[src/design/sdc_pkg.sv]
// package for the synthesizer divider control link and both of its ends
// assumes a single core clock domain; the serial link is sampled, not clocked
package sdc_pkg;
  localparam int unsigned WORD_W = 24;
  localparam int unsigned CTL_W = 2;
  // latch select codes in the two lowest word bits
  localparam logic [1:0] SEL_IF_R = 2'h0;
  localparam logic [1:0] SEL_IF_N = 2'h1;
  localparam logic [1:0] SEL_RF_R = 2'h2;
  localparam logic [1:0] SEL_RF_N = 2'h3;
  // rf main divider word fields
  localparam int unsigned RF_CLEAR_BIT = 23;
  localparam int unsigned RF_SLEEP_BIT = 22;
  localparam int unsigned RF_BAND_BIT = 21;
  localparam int unsigned RF_COARSE_LSB = 10;
  localparam int unsigned RF_MIDDLE_LSB = 8;
  localparam int unsigned RF_FINE_LSB = 6;
  localparam int unsigned RF_FRAC_LSB = 2;
  // if main divider word fields
  localparam int unsigned IF_CLEAR_BIT = 23;
  localparam int unsigned IF_SLEEP_BIT = 22;
  localparam int unsigned IF_TIMING_BIT = 21;
  localparam int unsigned IF_MAIN_LSB = 5;
  localparam int unsigned IF_SWALLOW_LSB = 2;
  // if reference word
  localparam int unsigned IF_R_MOD_BIT = 22;
  // legality limits
  localparam int unsigned IF_MAIN_MIN = 3;
  localparam int unsigned IF_TOTAL_MIN = 56;
  localparam int unsigned RF_LOW_MIN = 24;
  localparam int unsigned RF_LOW_FULL = 40;
  localparam int unsigned RF_HIGH_MIN = 48;
  localparam int unsigned RF_HIGH_FULL = 80;
  localparam int unsigned RF_COARSE_MARGIN = 2;
  localparam logic [4:0] MOD_LOW = 5'h08;
  localparam logic [4:0] MOD_HIGH = 5'h10;
  localparam logic [3:0] FRAC_MAX15 = 4'he;
  // lock filter timing
  localparam int unsigned CLK_NS = 50;
  localparam int unsigned LOCK_ENTER_NS = 15;
  localparam int unsigned LOCK_EXIT_NS = 30;
  localparam int unsigned LOCK_CYCLES = 5;
  // serial clock divider at the host: half period in core cycles
  localparam int unsigned SCK_HALF = 4;
  localparam logic [23:0] RESET_WORD = 24'h000000;
endpackage : sdc_pkg

[src/design/sdc_link_if.sv]
// three-wire serial programming link between host and synthesizer control
// assumes both ends run on the same core clock
interface sdc_link_if;
  logic sck; // serial clock, made by host
  logic sdata; // serial data, msb first
  logic le; // latch enable
  modport host (output sck, output sdata, output le);
  modport dev (input sck, input sdata, input le);
endinterface : sdc_link_if

[src/design/sdc_device.sv]
// synthesizer divider control end: serial shift register, latches, loop control
// assumes link pins come from the host asynchronously; phase error is a pulse
// width input measured in core cycles
// What this block does
// host keeps if main count 3..4095
// if main not below swallow; 56..32767
// select bits 11 load rf main latch
// rf word: fine, middle, coarse, numerator fields
// host keeps coarse >= max(fine,middle)+2
// ratio = p*coarse + 4*middle + fine
// numerator 15 only with modulus 16
// low band: 24..39 partial, 40..16383 legal; code sets no upper limit, so low band ratios up to 16391 are flagged legal
// high band: 48..79 partial, 80..32767 legal
// band bit picks 8 or 16 modulus set
// clear bit holds loop counters in reset
// wake restarts n aligned to r
// sleep disables counters, inputs high impedance
// if reference off only when both sleep
// sleep floats charge pump and comparator
// serial register works during sleep
// synchronous sleep waits for pump pulse end
// asynchronous sleep acts immediately
// msb first, sampled on rising serial clock
// lock after 5 cycles of error <15 ns
// locked threshold widens to 30 ns
// sleeping loop forces lock low
// modulus bit picks 16 or 15
// latch-enable edge loads word by select
module sdc_device
  import sdc_pkg::*;
(
  input wire logic core_clk, // core clock
  input wire logic rst_n, // async reset, active low
  sdc_link_if.dev link, // serial link from host
  input wire logic rf_ref_tick, // rf reference cycle pulse
  input wire logic if_ref_tick, // if reference cycle pulse
  input wire logic rf_pump_busy, // rf charge pump pulse in progress
  input wire logic if_pump_busy, // if charge pump pulse in progress
  input wire logic [7:0] rf_phase_err, // rf phase error, core cycles
  input wire logic [7:0] if_phase_err, // if phase error, core cycles
  output logic [14:0] rf_ratio, // rf integer ratio
  output logic [3:0] fraction_numerator, // rf fraction numerator
  output logic fraction_modulus_select, // 1: modulus 16
  output logic [4:0] rf_modulus, // prescaler base modulus
  output logic rf_ratio_legal, // rf word is a legal ratio
  output logic [14:0] if_ratio, // if integer ratio
  output logic if_ratio_legal, // if word is legal
  output logic rf_counter_hold, // rf n and r counters held
  output logic if_counter_hold, // if n and r counters held
  output logic rf_asleep, // rf loop powered down, inputs and pump floated
  output logic if_asleep, // if loop powered down, inputs and pump floated
  output logic if_ref_float, // if reference input floated
  output logic rf_restart, // pulse: restart rf n aligned to r
  output logic if_restart, // pulse: restart if n aligned to r
  output logic lock_indicator_output // both loops locked
);
  import sdc_pkg::*;

  // ************************************
  // link sampling
  // ************************************
  logic [2:0] sck_s1_q, sck_s2_q;
  logic sck_prev_q, le_prev_q;
  always_ff @(posedge core_clk or negedge rst_n) begin
    if (!rst_n) begin
      sck_s1_q <= 3'h0;
      sck_s2_q <= 3'h0;
      sck_prev_q <= 1'b0;
      le_prev_q <= 1'b0;
    end else begin
      sck_s1_q <= {link.le, link.sdata, link.sck};
      sck_s2_q <= sck_s1_q;
      sck_prev_q <= sck_s2_q[0];
      le_prev_q <= sck_s2_q[2];
    end
  end
  logic sck_rise, le_rise;
  assign sck_rise = sck_s2_q[0] & ~sck_prev_q;
  assign le_rise = sck_s2_q[2] & ~le_prev_q;

  // ************************************
  // shift register and latches
  // ************************************
  logic [WORD_W-1:0] shift_q, rf_main_divider_word_q, if_n_word_q, if_r_word_q;
  // shifting never looks at sleep state, so words load in every sleep mode
  always_ff @(posedge core_clk or negedge rst_n) begin
    if (!rst_n) shift_q <= RESET_WORD;
    else if (sck_rise) shift_q <= {shift_q[WORD_W-2:0], sck_s2_q[1]};
  end
  always_ff @(posedge core_clk or negedge rst_n) begin
    if (!rst_n) begin
      rf_main_divider_word_q <= RESET_WORD;
      if_n_word_q <= RESET_WORD;
      if_r_word_q <= RESET_WORD;
    end else if (le_rise) begin
      case (shift_q[CTL_W-1:0])
        SEL_RF_N: rf_main_divider_word_q <= shift_q;
        SEL_IF_N: if_n_word_q <= shift_q;
        SEL_IF_R: if_r_word_q <= shift_q;
        default: ;
      endcase
    end
  end

  // ************************************
  // divider decode
  // ************************************
  logic [10:0] coarse;
  logic [1:0] middle, fine;
  logic [3:0] numer;
  logic band;
  logic [11:0] if_main;
  logic [2:0] if_swallow;
  assign coarse = rf_main_divider_word_q[RF_COARSE_LSB +: 11];
  assign middle = rf_main_divider_word_q[RF_MIDDLE_LSB +: 2];
  assign fine = rf_main_divider_word_q[RF_FINE_LSB +: 2];
  assign numer = rf_main_divider_word_q[RF_FRAC_LSB +: 4];
  assign band = rf_main_divider_word_q[RF_BAND_BIT];
  assign if_main = if_n_word_q[IF_MAIN_LSB +: 12];
  assign if_swallow = if_n_word_q[IF_SWALLOW_LSB +: 3];

  logic [4:0] modulus;
  logic [15:0] ratio_wide;
  logic [1:0] big;
  assign modulus = band ? MOD_HIGH : MOD_LOW;
  // widen before the product so the high band with a large coarse count cannot wrap
  assign ratio_wide = 16'(modulus) * 16'(coarse) + 16'({middle, 2'b00}) + 16'(fine);
  assign big = (middle > fine) ? middle : fine;
  logic rf_ok, if_ok;
  logic [15:0] if_wide;
  assign if_wide = 16'({if_main, 3'b000}) + 16'(if_swallow);
  // coarse margin alone lets some ratios below 24 or 48 through, so the band minimum is checked too; partial range is not checked
  assign rf_ok = (32'(coarse) >= 32'(big) + RF_COARSE_MARGIN)
    && (band ? ratio_wide >= 16'(RF_HIGH_MIN) : ratio_wide >= 16'(RF_LOW_MIN))
    && (fraction_ok(numer, if_r_word_q[IF_R_MOD_BIT]));
  assign if_ok = (32'(if_main) >= IF_MAIN_MIN) && (12'(if_swallow) <= if_main)
    && (32'(if_wide) >= IF_TOTAL_MIN);

  function automatic logic fraction_ok(input logic [3:0] n, input logic m16);
    fraction_ok = m16 || (n <= FRAC_MAX15);
  endfunction : fraction_ok

  always_ff @(posedge core_clk or negedge rst_n) begin
    if (!rst_n) begin
      rf_ratio <= 15'h0000;
      fraction_numerator <= 4'h0;
      fraction_modulus_select <= 1'b0;
      rf_modulus <= MOD_LOW;
      rf_ratio_legal <= 1'b0;
      if_ratio <= 15'h0000;
      if_ratio_legal <= 1'b0;
      rf_counter_hold <= 1'b0;
      if_counter_hold <= 1'b0;
    end else begin
      rf_ratio <= ratio_wide[14:0];
      fraction_numerator <= numer;
      fraction_modulus_select <= if_r_word_q[IF_R_MOD_BIT];
      rf_modulus <= modulus;
      rf_ratio_legal <= rf_ok;
      if_ratio <= if_wide[14:0];
      if_ratio_legal <= if_ok;
      rf_counter_hold <= rf_main_divider_word_q[RF_CLEAR_BIT];
      if_counter_hold <= if_n_word_q[IF_CLEAR_BIT];
    end
  end

  // ************************************
  // power down sequencing
  // ************************************
  logic sync_mode, rf_req, if_req;
  assign sync_mode = if_n_word_q[IF_TIMING_BIT];
  assign rf_req = rf_main_divider_word_q[RF_SLEEP_BIT];
  assign if_req = if_n_word_q[IF_SLEEP_BIT];
  always_ff @(posedge core_clk or negedge rst_n) begin
    if (!rst_n) begin
      rf_asleep <= 1'b0;
      if_asleep <= 1'b0;
    end else begin
      // sync mode holds off while a pump pulse runs, so no half pulse is cut
      if (!rf_req) rf_asleep <= 1'b0;
      else if (!sync_mode || !rf_pump_busy) rf_asleep <= 1'b1;
      if (!if_req) if_asleep <= 1'b0;
      else if (!sync_mode || !if_pump_busy) if_asleep <= 1'b1;
    end
  end
  always_ff @(posedge core_clk or negedge rst_n) begin
    if (!rst_n) begin
      if_ref_float <= 1'b0;
      rf_restart <= 1'b0;
      if_restart <= 1'b0;
    end else begin
      if_ref_float <= rf_asleep & if_asleep;
      rf_restart <= rf_asleep & ~rf_req;
      if_restart <= if_asleep & ~if_req;
    end
  end

  // ************************************
  // lock filters
  // ************************************
  localparam int unsigned ENTER_CYC = (LOCK_ENTER_NS + CLK_NS - 1) / CLK_NS;
  localparam int unsigned EXIT_CYC = (LOCK_EXIT_NS + CLK_NS - 1) / CLK_NS;
  logic [1:0] tick, sleep_v;
  // one element per loop, so each generated process owns its own variable
  logic locked_q [2];
  logic [7:0] err [2];
  logic [2:0] good_q [2];
  assign tick = {if_ref_tick, rf_ref_tick};
  assign sleep_v = {if_asleep, rf_asleep};
  assign err[0] = rf_phase_err;
  assign err[1] = if_phase_err;
  for (genvar g = 0; g < 2; g++) begin : g_lock
    always_ff @(posedge core_clk or negedge rst_n) begin
      if (!rst_n) begin
        good_q[g] <= 3'h0;
        locked_q[g] <= 1'b0;
      end else if (sleep_v[g]) begin
        good_q[g] <= 3'h0;
        locked_q[g] <= 1'b0;
      end else if (tick[g]) begin
        if (locked_q[g]) begin
          if (32'(err[g]) > EXIT_CYC) begin
            locked_q[g] <= 1'b0;
            good_q[g] <= 3'h0;
          end
        end else if (32'(err[g]) < ENTER_CYC) begin
          if (32'(good_q[g]) + 1 >= LOCK_CYCLES) locked_q[g] <= 1'b1;
          else good_q[g] <= good_q[g] + 3'h1;
        end else begin
          good_q[g] <= 3'h0;
        end
      end
    end
  end
  always_ff @(posedge core_clk or negedge rst_n) begin
    if (!rst_n) lock_indicator_output <= 1'b0;
    else lock_indicator_output <= locked_q[0] & locked_q[1];
  end
endmodule : sdc_device

[src/flat_wrapper.sv]
// flat-port wrapper written by rule: the top's interface ports become plain ports
module sdc_device_flat import sdc_pkg::*;
  (core_clk, rst_n, rf_ref_tick, if_ref_tick, rf_pump_busy, if_pump_busy, rf_phase_err, if_phase_err, rf_ratio, fraction_numerator, fraction_modulus_select, rf_modulus, rf_ratio_legal, if_ratio, if_ratio_legal, rf_counter_hold, if_counter_hold, rf_asleep, if_asleep, if_ref_float, rf_restart, if_restart, lock_indicator_output, link_sck, link_sdata, link_le);
  sdc_link_if link_i ();
  input wire logic core_clk;
  input wire logic rst_n;
  input wire logic rf_ref_tick;
  input wire logic if_ref_tick;
  input wire logic rf_pump_busy;
  input wire logic if_pump_busy;
  input wire logic [7:0] rf_phase_err;
  input wire logic [7:0] if_phase_err;
  output logic [14:0] rf_ratio;
  output logic [3:0] fraction_numerator;
  output logic fraction_modulus_select;
  output logic [4:0] rf_modulus;
  output logic rf_ratio_legal;
  output logic [14:0] if_ratio;
  output logic if_ratio_legal;
  output logic rf_counter_hold;
  output logic if_counter_hold;
  output logic rf_asleep;
  output logic if_asleep;
  output logic if_ref_float;
  output logic rf_restart;
  output logic if_restart;
  output logic lock_indicator_output;
  input wire logic [$bits(link_i.sck)-1:0] link_sck;
  input wire logic [$bits(link_i.sdata)-1:0] link_sdata;
  input wire logic [$bits(link_i.le)-1:0] link_le;
  assign link_i.sck = link_sck;
  assign link_i.sdata = link_sdata;
  assign link_i.le = link_le;
  sdc_device u_core (.core_clk(core_clk), .rst_n(rst_n), .link(link_i), .rf_ref_tick(rf_ref_tick), .if_ref_tick(if_ref_tick), .rf_pump_busy(rf_pump_busy), .if_pump_busy(if_pump_busy), .rf_phase_err(rf_phase_err), .if_phase_err(if_phase_err), .rf_ratio(rf_ratio), .fraction_numerator(fraction_numerator), .fraction_modulus_select(fraction_modulus_select), .rf_modulus(rf_modulus), .rf_ratio_legal(rf_ratio_legal), .if_ratio(if_ratio), .if_ratio_legal(if_ratio_legal), .rf_counter_hold(rf_counter_hold), .if_counter_hold(if_counter_hold), .rf_asleep(rf_asleep), .if_asleep(if_asleep), .if_ref_float(if_ref_float), .rf_restart(rf_restart), .if_restart(if_restart), .lock_indicator_output(lock_indicator_output));
endmodule
[config.mk]
export PLATFORM = sky130hd
export DESIGN_NAME = sdc_device_flat
export DESIGN_NICKNAME = d
export VERILOG_FILES = /design/src/design/sdc_pkg.sv /design/src/design/sdc_link_if.sv /design/src/design/sdc_device.sv /design/src/flat_wrapper.sv
export SDC_FILE = /design/constraint.sdc
export NUM_CORES = 1
export LEC_CHECK = 0
export ABC_CLOCK_PERIOD_IN_PS = 4100
export BUFFER_PORTS_ARGS = -buffer_cell sky130_fd_sc_hd__buf_2
export CORE_MARGIN = 3
export CORE_UTILIZATION = 52
export CTS_CLUSTER_DIAMETER = 50
export CTS_CLUSTER_SIZE = 28
export DETAILED_ROUTE_END_ITERATION = 10
export PLACE_DENSITY = 0.76
export SLEW_MARGIN = 20
export SYNTH_ARGS = -nofsm -noshare
export SYNTH_HDL_FRONTEND = slang
export SYNTH_SLANG_ARGS = --single-unit
[constraint.sdc]
create_clock -name core_clk -period 4.1 [get_ports core_clk]
set_clock_uncertainty 0.1 [all_clocks]
set_input_delay 0.41 -clock core_clk [delete_from_list [all_inputs] [get_ports core_clk]]
set_output_delay 0.41 -clock core_clk [all_outputs]
set_load 0.005 [all_outputs]
==> report_table.html <==
<table>
<tr><th>Metric</th><th>Value</th></tr>
<tr><th colspan="2">Placement</th></tr>
<tr><td>HPWL Detailed</td><td>6.76 mm</td></tr>
<tr><td>Placer congestion estimate</td><td>between 0.8 and 0.9</td></tr>
<tr><td>Post-placement cell area</td><td>slightly above 0.006 mm2</td></tr>
<tr><td>Total of buffers placed on input and output ports</td><td>71</td></tr>
<tr><th colspan="2">Synth</th></tr>
<tr><td>Synthesized cell area</td><td>between 0.005 and 0.006 mm2</td></tr>
<tr><td>Synth Area per Inst</td><td>13.7 um2</td></tr>
<tr><td>Adder-cell share of the synthesized area</td><td>a little over a tenth</td></tr>
<tr><td>Mux share of post-synthesis cell area</td><td>between 10% and 20%</td></tr>
<tr><td>Fraction of registers with async set/reset</td><td>100%</td></tr>
<tr><td>Cell count after synthesis</td><td>400</td></tr>
<tr><td>Unique cell type count in the Yosys netlist</td><td>43</td></tr>
<tr><td>Sequential-to-total area share from yosys stat</td><td>approximately 58%</td></tr>
<tr><td>Cell accounting for the most synthesized area</td><td>sky130_fd_sc_hd__dfrtp_1</td></tr>
<tr><td>Number of warnings issued by yosys</td><td>0</td></tr>
<tr><td>Largest family of logic cells by synthesized area</td><td>multiplexers</td></tr>
<tr><td>Count of flip-flops with a built-in enable after synthesis</td><td>0</td></tr>
<tr><td>Ranking of synthesized cells by area</td><td>sky130_fd_sc_hd__dfrtp_1 (58%), sky130_fd_sc_hd__mux2_2 (15%), sky130_fd_sc_hd__ha_1 (10%), sky130_fd_sc_hd__inv_1 (1.3%), sky130_fd_sc_hd__o21ai_0 (1.0%)</td></tr>
<tr><td>Share of the synthesized area in the top cell type</td><td>58.0%</td></tr>
<tr><td>Synthesis-stage register bit count</td><td>128</td></tr>
<tr><td>Fraction of the mapped netlist area in compound gates</td><td>between 5 and 6%</td></tr>
<tr><td>Most frequent cell after synthesis</td><td>sky130_fd_sc_hd__dfrtp_1</td></tr>
<tr><td>Top cells by instance count after synthesis</td><td>sky130_fd_sc_hd__dfrtp_1 (127), sky130_fd_sc_hd__mux2_2 (72), sky130_fd_sc_hd__ha_1 (45)</td></tr>
<tr><td>Leading register cell type out of synthesis</td><td>sky130_fd_sc_hd__dfrtp_1</td></tr>
<tr><td>Simple-gate share of the synthesized area</td><td>6.37%</td></tr>
<tr><td>Share of the synthesized netlist area taken by xor and xnor gates</td><td>1.76%</td></tr>
<tr><th colspan="2">Routing</th></tr>
<tr><td>Length of the first detailed-routing pass in iterations</td><td>4</td></tr>
<tr><td>Routed wire per std cell</td><td>roughly 15 um</td></tr>
<tr><td>Total via count in the routed design</td><td>3376</td></tr>
<tr><td>DR DRC count</td><td>0</td></tr>
<tr><td>Vias per cell</td><td>roughly 5.3</td></tr>
<tr><td>Wirelength, routed</td><td>about 10 mm</td></tr>
<tr><td>Count of nets left with antenna violations after detail routing</td><td>0</td></tr>
<tr><td>Violation count after the first detailed-routing iteration</td><td>approximately 120</td></tr>
<tr><th colspan="2">STA</th></tr>
<tr><td>Final Cycle Share</td><td>88.0%</td></tr>
<tr><td>Unrepaired setup endpoints after global routing</td><td>no</td></tr>
<tr><td>Max transition margin</td><td>44.1%</td></tr>
<tr><td>Fmax</td><td>277 MHz</td></tr>
<tr><td>Transition at the pin with the smallest max-transition slack</td><td>between 800 and 900 ps</td></tr>
<tr><td>Hold WS</td><td>a little under 70 ps</td></tr>
<tr><td>Min cycle time layout</td><td>approximately 3600 ps</td></tr>
<tr><td>Number of max-slew violations in the final report</td><td>0</td></tr>
<tr><td>Final hold vios</td><td>0</td></tr>
<tr><td>Count of endpoints failing setup in the final report</td><td>0</td></tr>
<tr><td>Total Negative Setup Slacks</td><td>0 ps</td></tr>
<tr><th colspan="2">Floorplanning</th></tr>
<tr><td>Core area</td><td>approximately 0.010 mm2</td></tr>
<tr><td>Die area</td><td>0.0118 mm2</td></tr>
<tr><td>Count of standard-cell rows</td><td>36</td></tr>
<tr><td>Initial Utilization</td><td>between 50% and 60%</td></tr>
<tr><td>Die boundary height</td><td>between 100 and 150 um</td></tr>
<tr><td>Count of pins on the block boundary</td><td>75</td></tr>
<tr><td>Die extent in x</td><td>between 100 and 150 um</td></tr>
<tr><th colspan="2">Final layout</th></tr>
<tr><td>Post-route design area</td><td>approximately 0.0067 mm2</td></tr>
<tr><td>Share of layout cells above drive strength 1</td><td>between 30% and 40%</td></tr>
<tr><td>Area growth from synthesis to layout</td><td>21.9%</td></tr>
<tr><td>Final Util</td><td>66.8%</td></tr>
<tr><td>Post-layout net count</td><td>approximately 570</td></tr>
<tr><td># diodes</td><td>0</td></tr>
<tr><td>Number of fillers in the final layout</td><td>about 730</td></tr>
<tr><th colspan="2">Global route</th></tr>
<tr><td>Antenna violations before repair</td><td>0</td></tr>
<tr><td>Leftover overflow at the end of global routing</td><td>0</td></tr>
<tr><td>Wire length of the first global-routing pass</td><td>16.5 mm</td></tr>
<tr><td>Aggregate global-route resource usage</td><td>between 10% and 20%</td></tr>
<tr><td>Pin count of the biggest net entering global routing</td><td>between 60 and 70</td></tr>
<tr><td>Via count of the first global-routing pass</td><td>3490</td></tr>
<tr><th colspan="2">Clock tree</th></tr>
<tr><td>Number of gates given a new drive strength after cts</td><td>0</td></tr>
<tr><td>Clk Tree Root Cell</td><td>sky130_fd_sc_hd__clkbuf_8</td></tr>
<tr><td>Deepest clock path buffer count</td><td>2</td></tr>
<tr><td>Number of buffers inserted for hold repair after clock tree synthesis</td><td>4</td></tr>
<tr><td>Clk_lat worst skew</td><td>a little over 500 ps</td></tr>
<tr><td>Total number of H-tree levels</td><td>4</td></tr>
<tr><td>CTS buffer count</td><td>17</td></tr>
<tr><td>Register clock-pin slew on the reported worst setup and hold paths</td><td>about 60 ps</td></tr>
<tr><td>Number of buffers added for setup after CTS</td><td>0</td></tr>
<tr><td>Number of clock sinks</td><td>around 130</td></tr>
<tr><td>CTS tree</td><td>done</td></tr>
<tr><th colspan="2">Worst setup path</th></tr>
<tr><td>Worst Path Required</td><td>4390 ps</td></tr>
<tr><td>Arrival @ worst endpoint</td><td>approximately 3900 ps</td></tr>
<tr><td>Crit path kind</td><td>reg -&gt; reg</td></tr>
<tr><td>Origin of the worst setup path</td><td>u_core.rf_main_divider_word_q[21]$_DFFE_PN0P_</td></tr>
<tr><td>Launching point of the worst reg2reg path</td><td>u_core.rf_main_divider_word_q[21]$_DFFE_PN0P_</td></tr>
<tr><td>Critical-path maximum fanout</td><td>15</td></tr>
<tr><td>Kind of launch point of the worst setup path</td><td>register</td></tr>
<tr><td>Element type at the critical path end</td><td>register</td></tr>
<tr><th colspan="2">Power and ir drop</th></tr>
<tr><td>Worst-case vdd ir drop</td><td>0.411 mV</td></tr>
<tr><td>Clk pwr share</td><td>a little under two fifths</td></tr>
<tr><td>P_sw</td><td>about 1.1 mW</td></tr>
<tr><td>Power share of the combinational group</td><td>about 19%</td></tr>
<tr><td>Part of the total power dissipated in sequential elements</td><td>44.3%</td></tr>
<tr><td>P_int</td><td>2.90 mW</td></tr>
<tr><td>Fraction of power spent switching nets</td><td>between 20% and 30%</td></tr>
<tr><td>Total power divided by cell area</td><td>601 mW/mm2</td></tr>
<tr><td>Leakage</td><td>3.47 nW</td></tr>
<tr><th colspan="2">Hold path</th></tr>
<tr><td>Type of the tightest min-delay check</td><td>in -&gt; reg</td></tr>
<tr><td>Startpoint of the worst hold path</td><td>rf_ref_tick</td></tr>
<tr><th colspan="2">Outcome</th></tr>
<tr><td>Outcome</td><td>finished clean</td></tr>
<tr><th colspan="2">Flow run</th></tr>
<tr><td>Maximum capacitance violations</td><td>0</td></tr>
</table>
area by class of cell:
cell class | count | area (um2) | area share, %
flip-flops and latches | 128 | 3200 | 47.9
multi-input cells | 251 | 2210 | 33.1
repair buffers | 80 | 435 | 6.52
clock buffers | 18 | 418 | 6.25
clock inverters | 14 | 176 | 2.64
well taps | 133 | 166 | 2.49
inverters | 19 | 71.3 | 1.07
worst max-delay path: stages (launching register included):
cell	delay [ps]
sky130_fd_sc_hd__dfrtp_1	370
sky130_fd_sc_hd__buf_4	220
sky130_fd_sc_hd__mux2_2	350
sky130_fd_sc_hd__ha_1	290
sky130_fd_sc_hd__ha_1	320
sky130_fd_sc_hd__ha_1	240
sky130_fd_sc_hd__a211oi_1	320
sky130_fd_sc_hd__o21bai_1	120
sky130_fd_sc_hd__a21oi_1	180
sky130_fd_sc_hd__xnor2_1	100
sky130_fd_sc_hd__or4_1	540
sky130_fd_sc_hd__o41a_1	330
final timing paths:
check                           slack [ps]                                to  cells after the start
worst min register to register         250      u_core.sck_s2_q[0]$_DFF_PN0_                      0
worst min-delay path                    70    u_core.locked_q[1]$_DFFE_PN0P_                      3
min in group asynchronous              440   u_core.rf_ratio_legal$_DFF_PN0_                      2
worst max-delay path                   490   u_core.rf_ratio_legal$_DFF_PN0_                     11
worst max register to register         490   u_core.rf_ratio_legal$_DFF_PN0_                     11
max in group asynchronous             2490  u_core.if_counter_hold$_DFF_PN0_                      3
power groups by stage:
stage | combinational (mW) | clock (mW) | sequential, mW
detailed placement | 0.739 | 0 | 1.79
global placement | 0.705 | 0 | 1.78
finish | 0.742 | 1.50 | 1.78
CTS | 0.758 | 1.53 | 1.78
global route | 0.843 | 1.59 | 1.82
floorplan | 0.457 | 0 | 1.74
kinds of logic after synthesis:
family,count (synthesis)
AND/OR/NAND/NOR,65
other,2
flip-flops,128
adder cells (fa/ha/maj),46
XOR/XNOR,11
multiplexers,72
buffers and inverters,31
AO/OA/AOI/OAI,45
per-layer routing:
metal	track usage [%]	wire, um	vias to the layer above
met3	4.26	396	12
met5	0	0	-
met4	8.30	128	0
met2	29.8	4940	73
li1	-	-	1605
met1	23.5	4380	1686
cells in the final DEF (no fill, tap or decap), types with 4 or more instances in the layout:
| master | count |
|---|---|
| sky130_fd_sc_hd__buf_4 | 6 |
| sky130_fd_sc_hd__nor3_1 | 5 |
| sky130_fd_sc_hd__nand4_1 | 7 |
| sky130_fd_sc_hd__a21o_1 | 5 |
| sky130_fd_sc_hd__o21ai_0 | 11 |
| sky130_fd_sc_hd__conb_1 | 12 |
| sky130_fd_sc_hd__xnor2_1 | 5 |
| sky130_fd_sc_hd__inv_1 | 19 |
| sky130_fd_sc_hd__a21oi_1 | 8 |
| sky130_fd_sc_hd__inv_6 | 6 |
| sky130_fd_sc_hd__nor2_1 | 13 |
| sky130_fd_sc_hd__nor2b_1 | 4 |
| sky130_fd_sc_hd__ha_1 | 45 |
| sky130_fd_sc_hd__dfrtp_1 | 127 |
| sky130_fd_sc_hd__dlygate4sd3_1 | 4 |
| sky130_fd_sc_hd__nor4_1 | 7 |
| sky130_fd_sc_hd__mux2_2 | 72 |
| sky130_fd_sc_hd__clkbuf_16 | 16 |
| sky130_fd_sc_hd__buf_2 | 70 |
| sky130_fd_sc_hd__xor2_1 | 6 |
| sky130_fd_sc_hd__nand2_1 | 11 |
flip-flops by register name, indices dropped and copies added (netlist names), 4 cells and up:
name and cells:
u_core.good_q 6, u_core.fraction_numerator 4, u_core.if_ratio 15, u_core.shift_q 24
u_core.rf_main_divider_word_q 22, u_core.rf_ratio 15, u_core.if_n_word_q 18
through the flow:
step / setup WS, ps / std cells / power (mW)
6_report: 493 / 643 / 4.02
5_1_grt: 328 / 643 / 4.25
4_1_cts: 484 / 643 / 4.07
3_5_place_dp: 490 / 607 / 2.53
3_3_place_gp: 615 / 607 / 2.49
2_1_floorplan: 183 / 410 / 2.20
(Power assumes the default switching activity.)
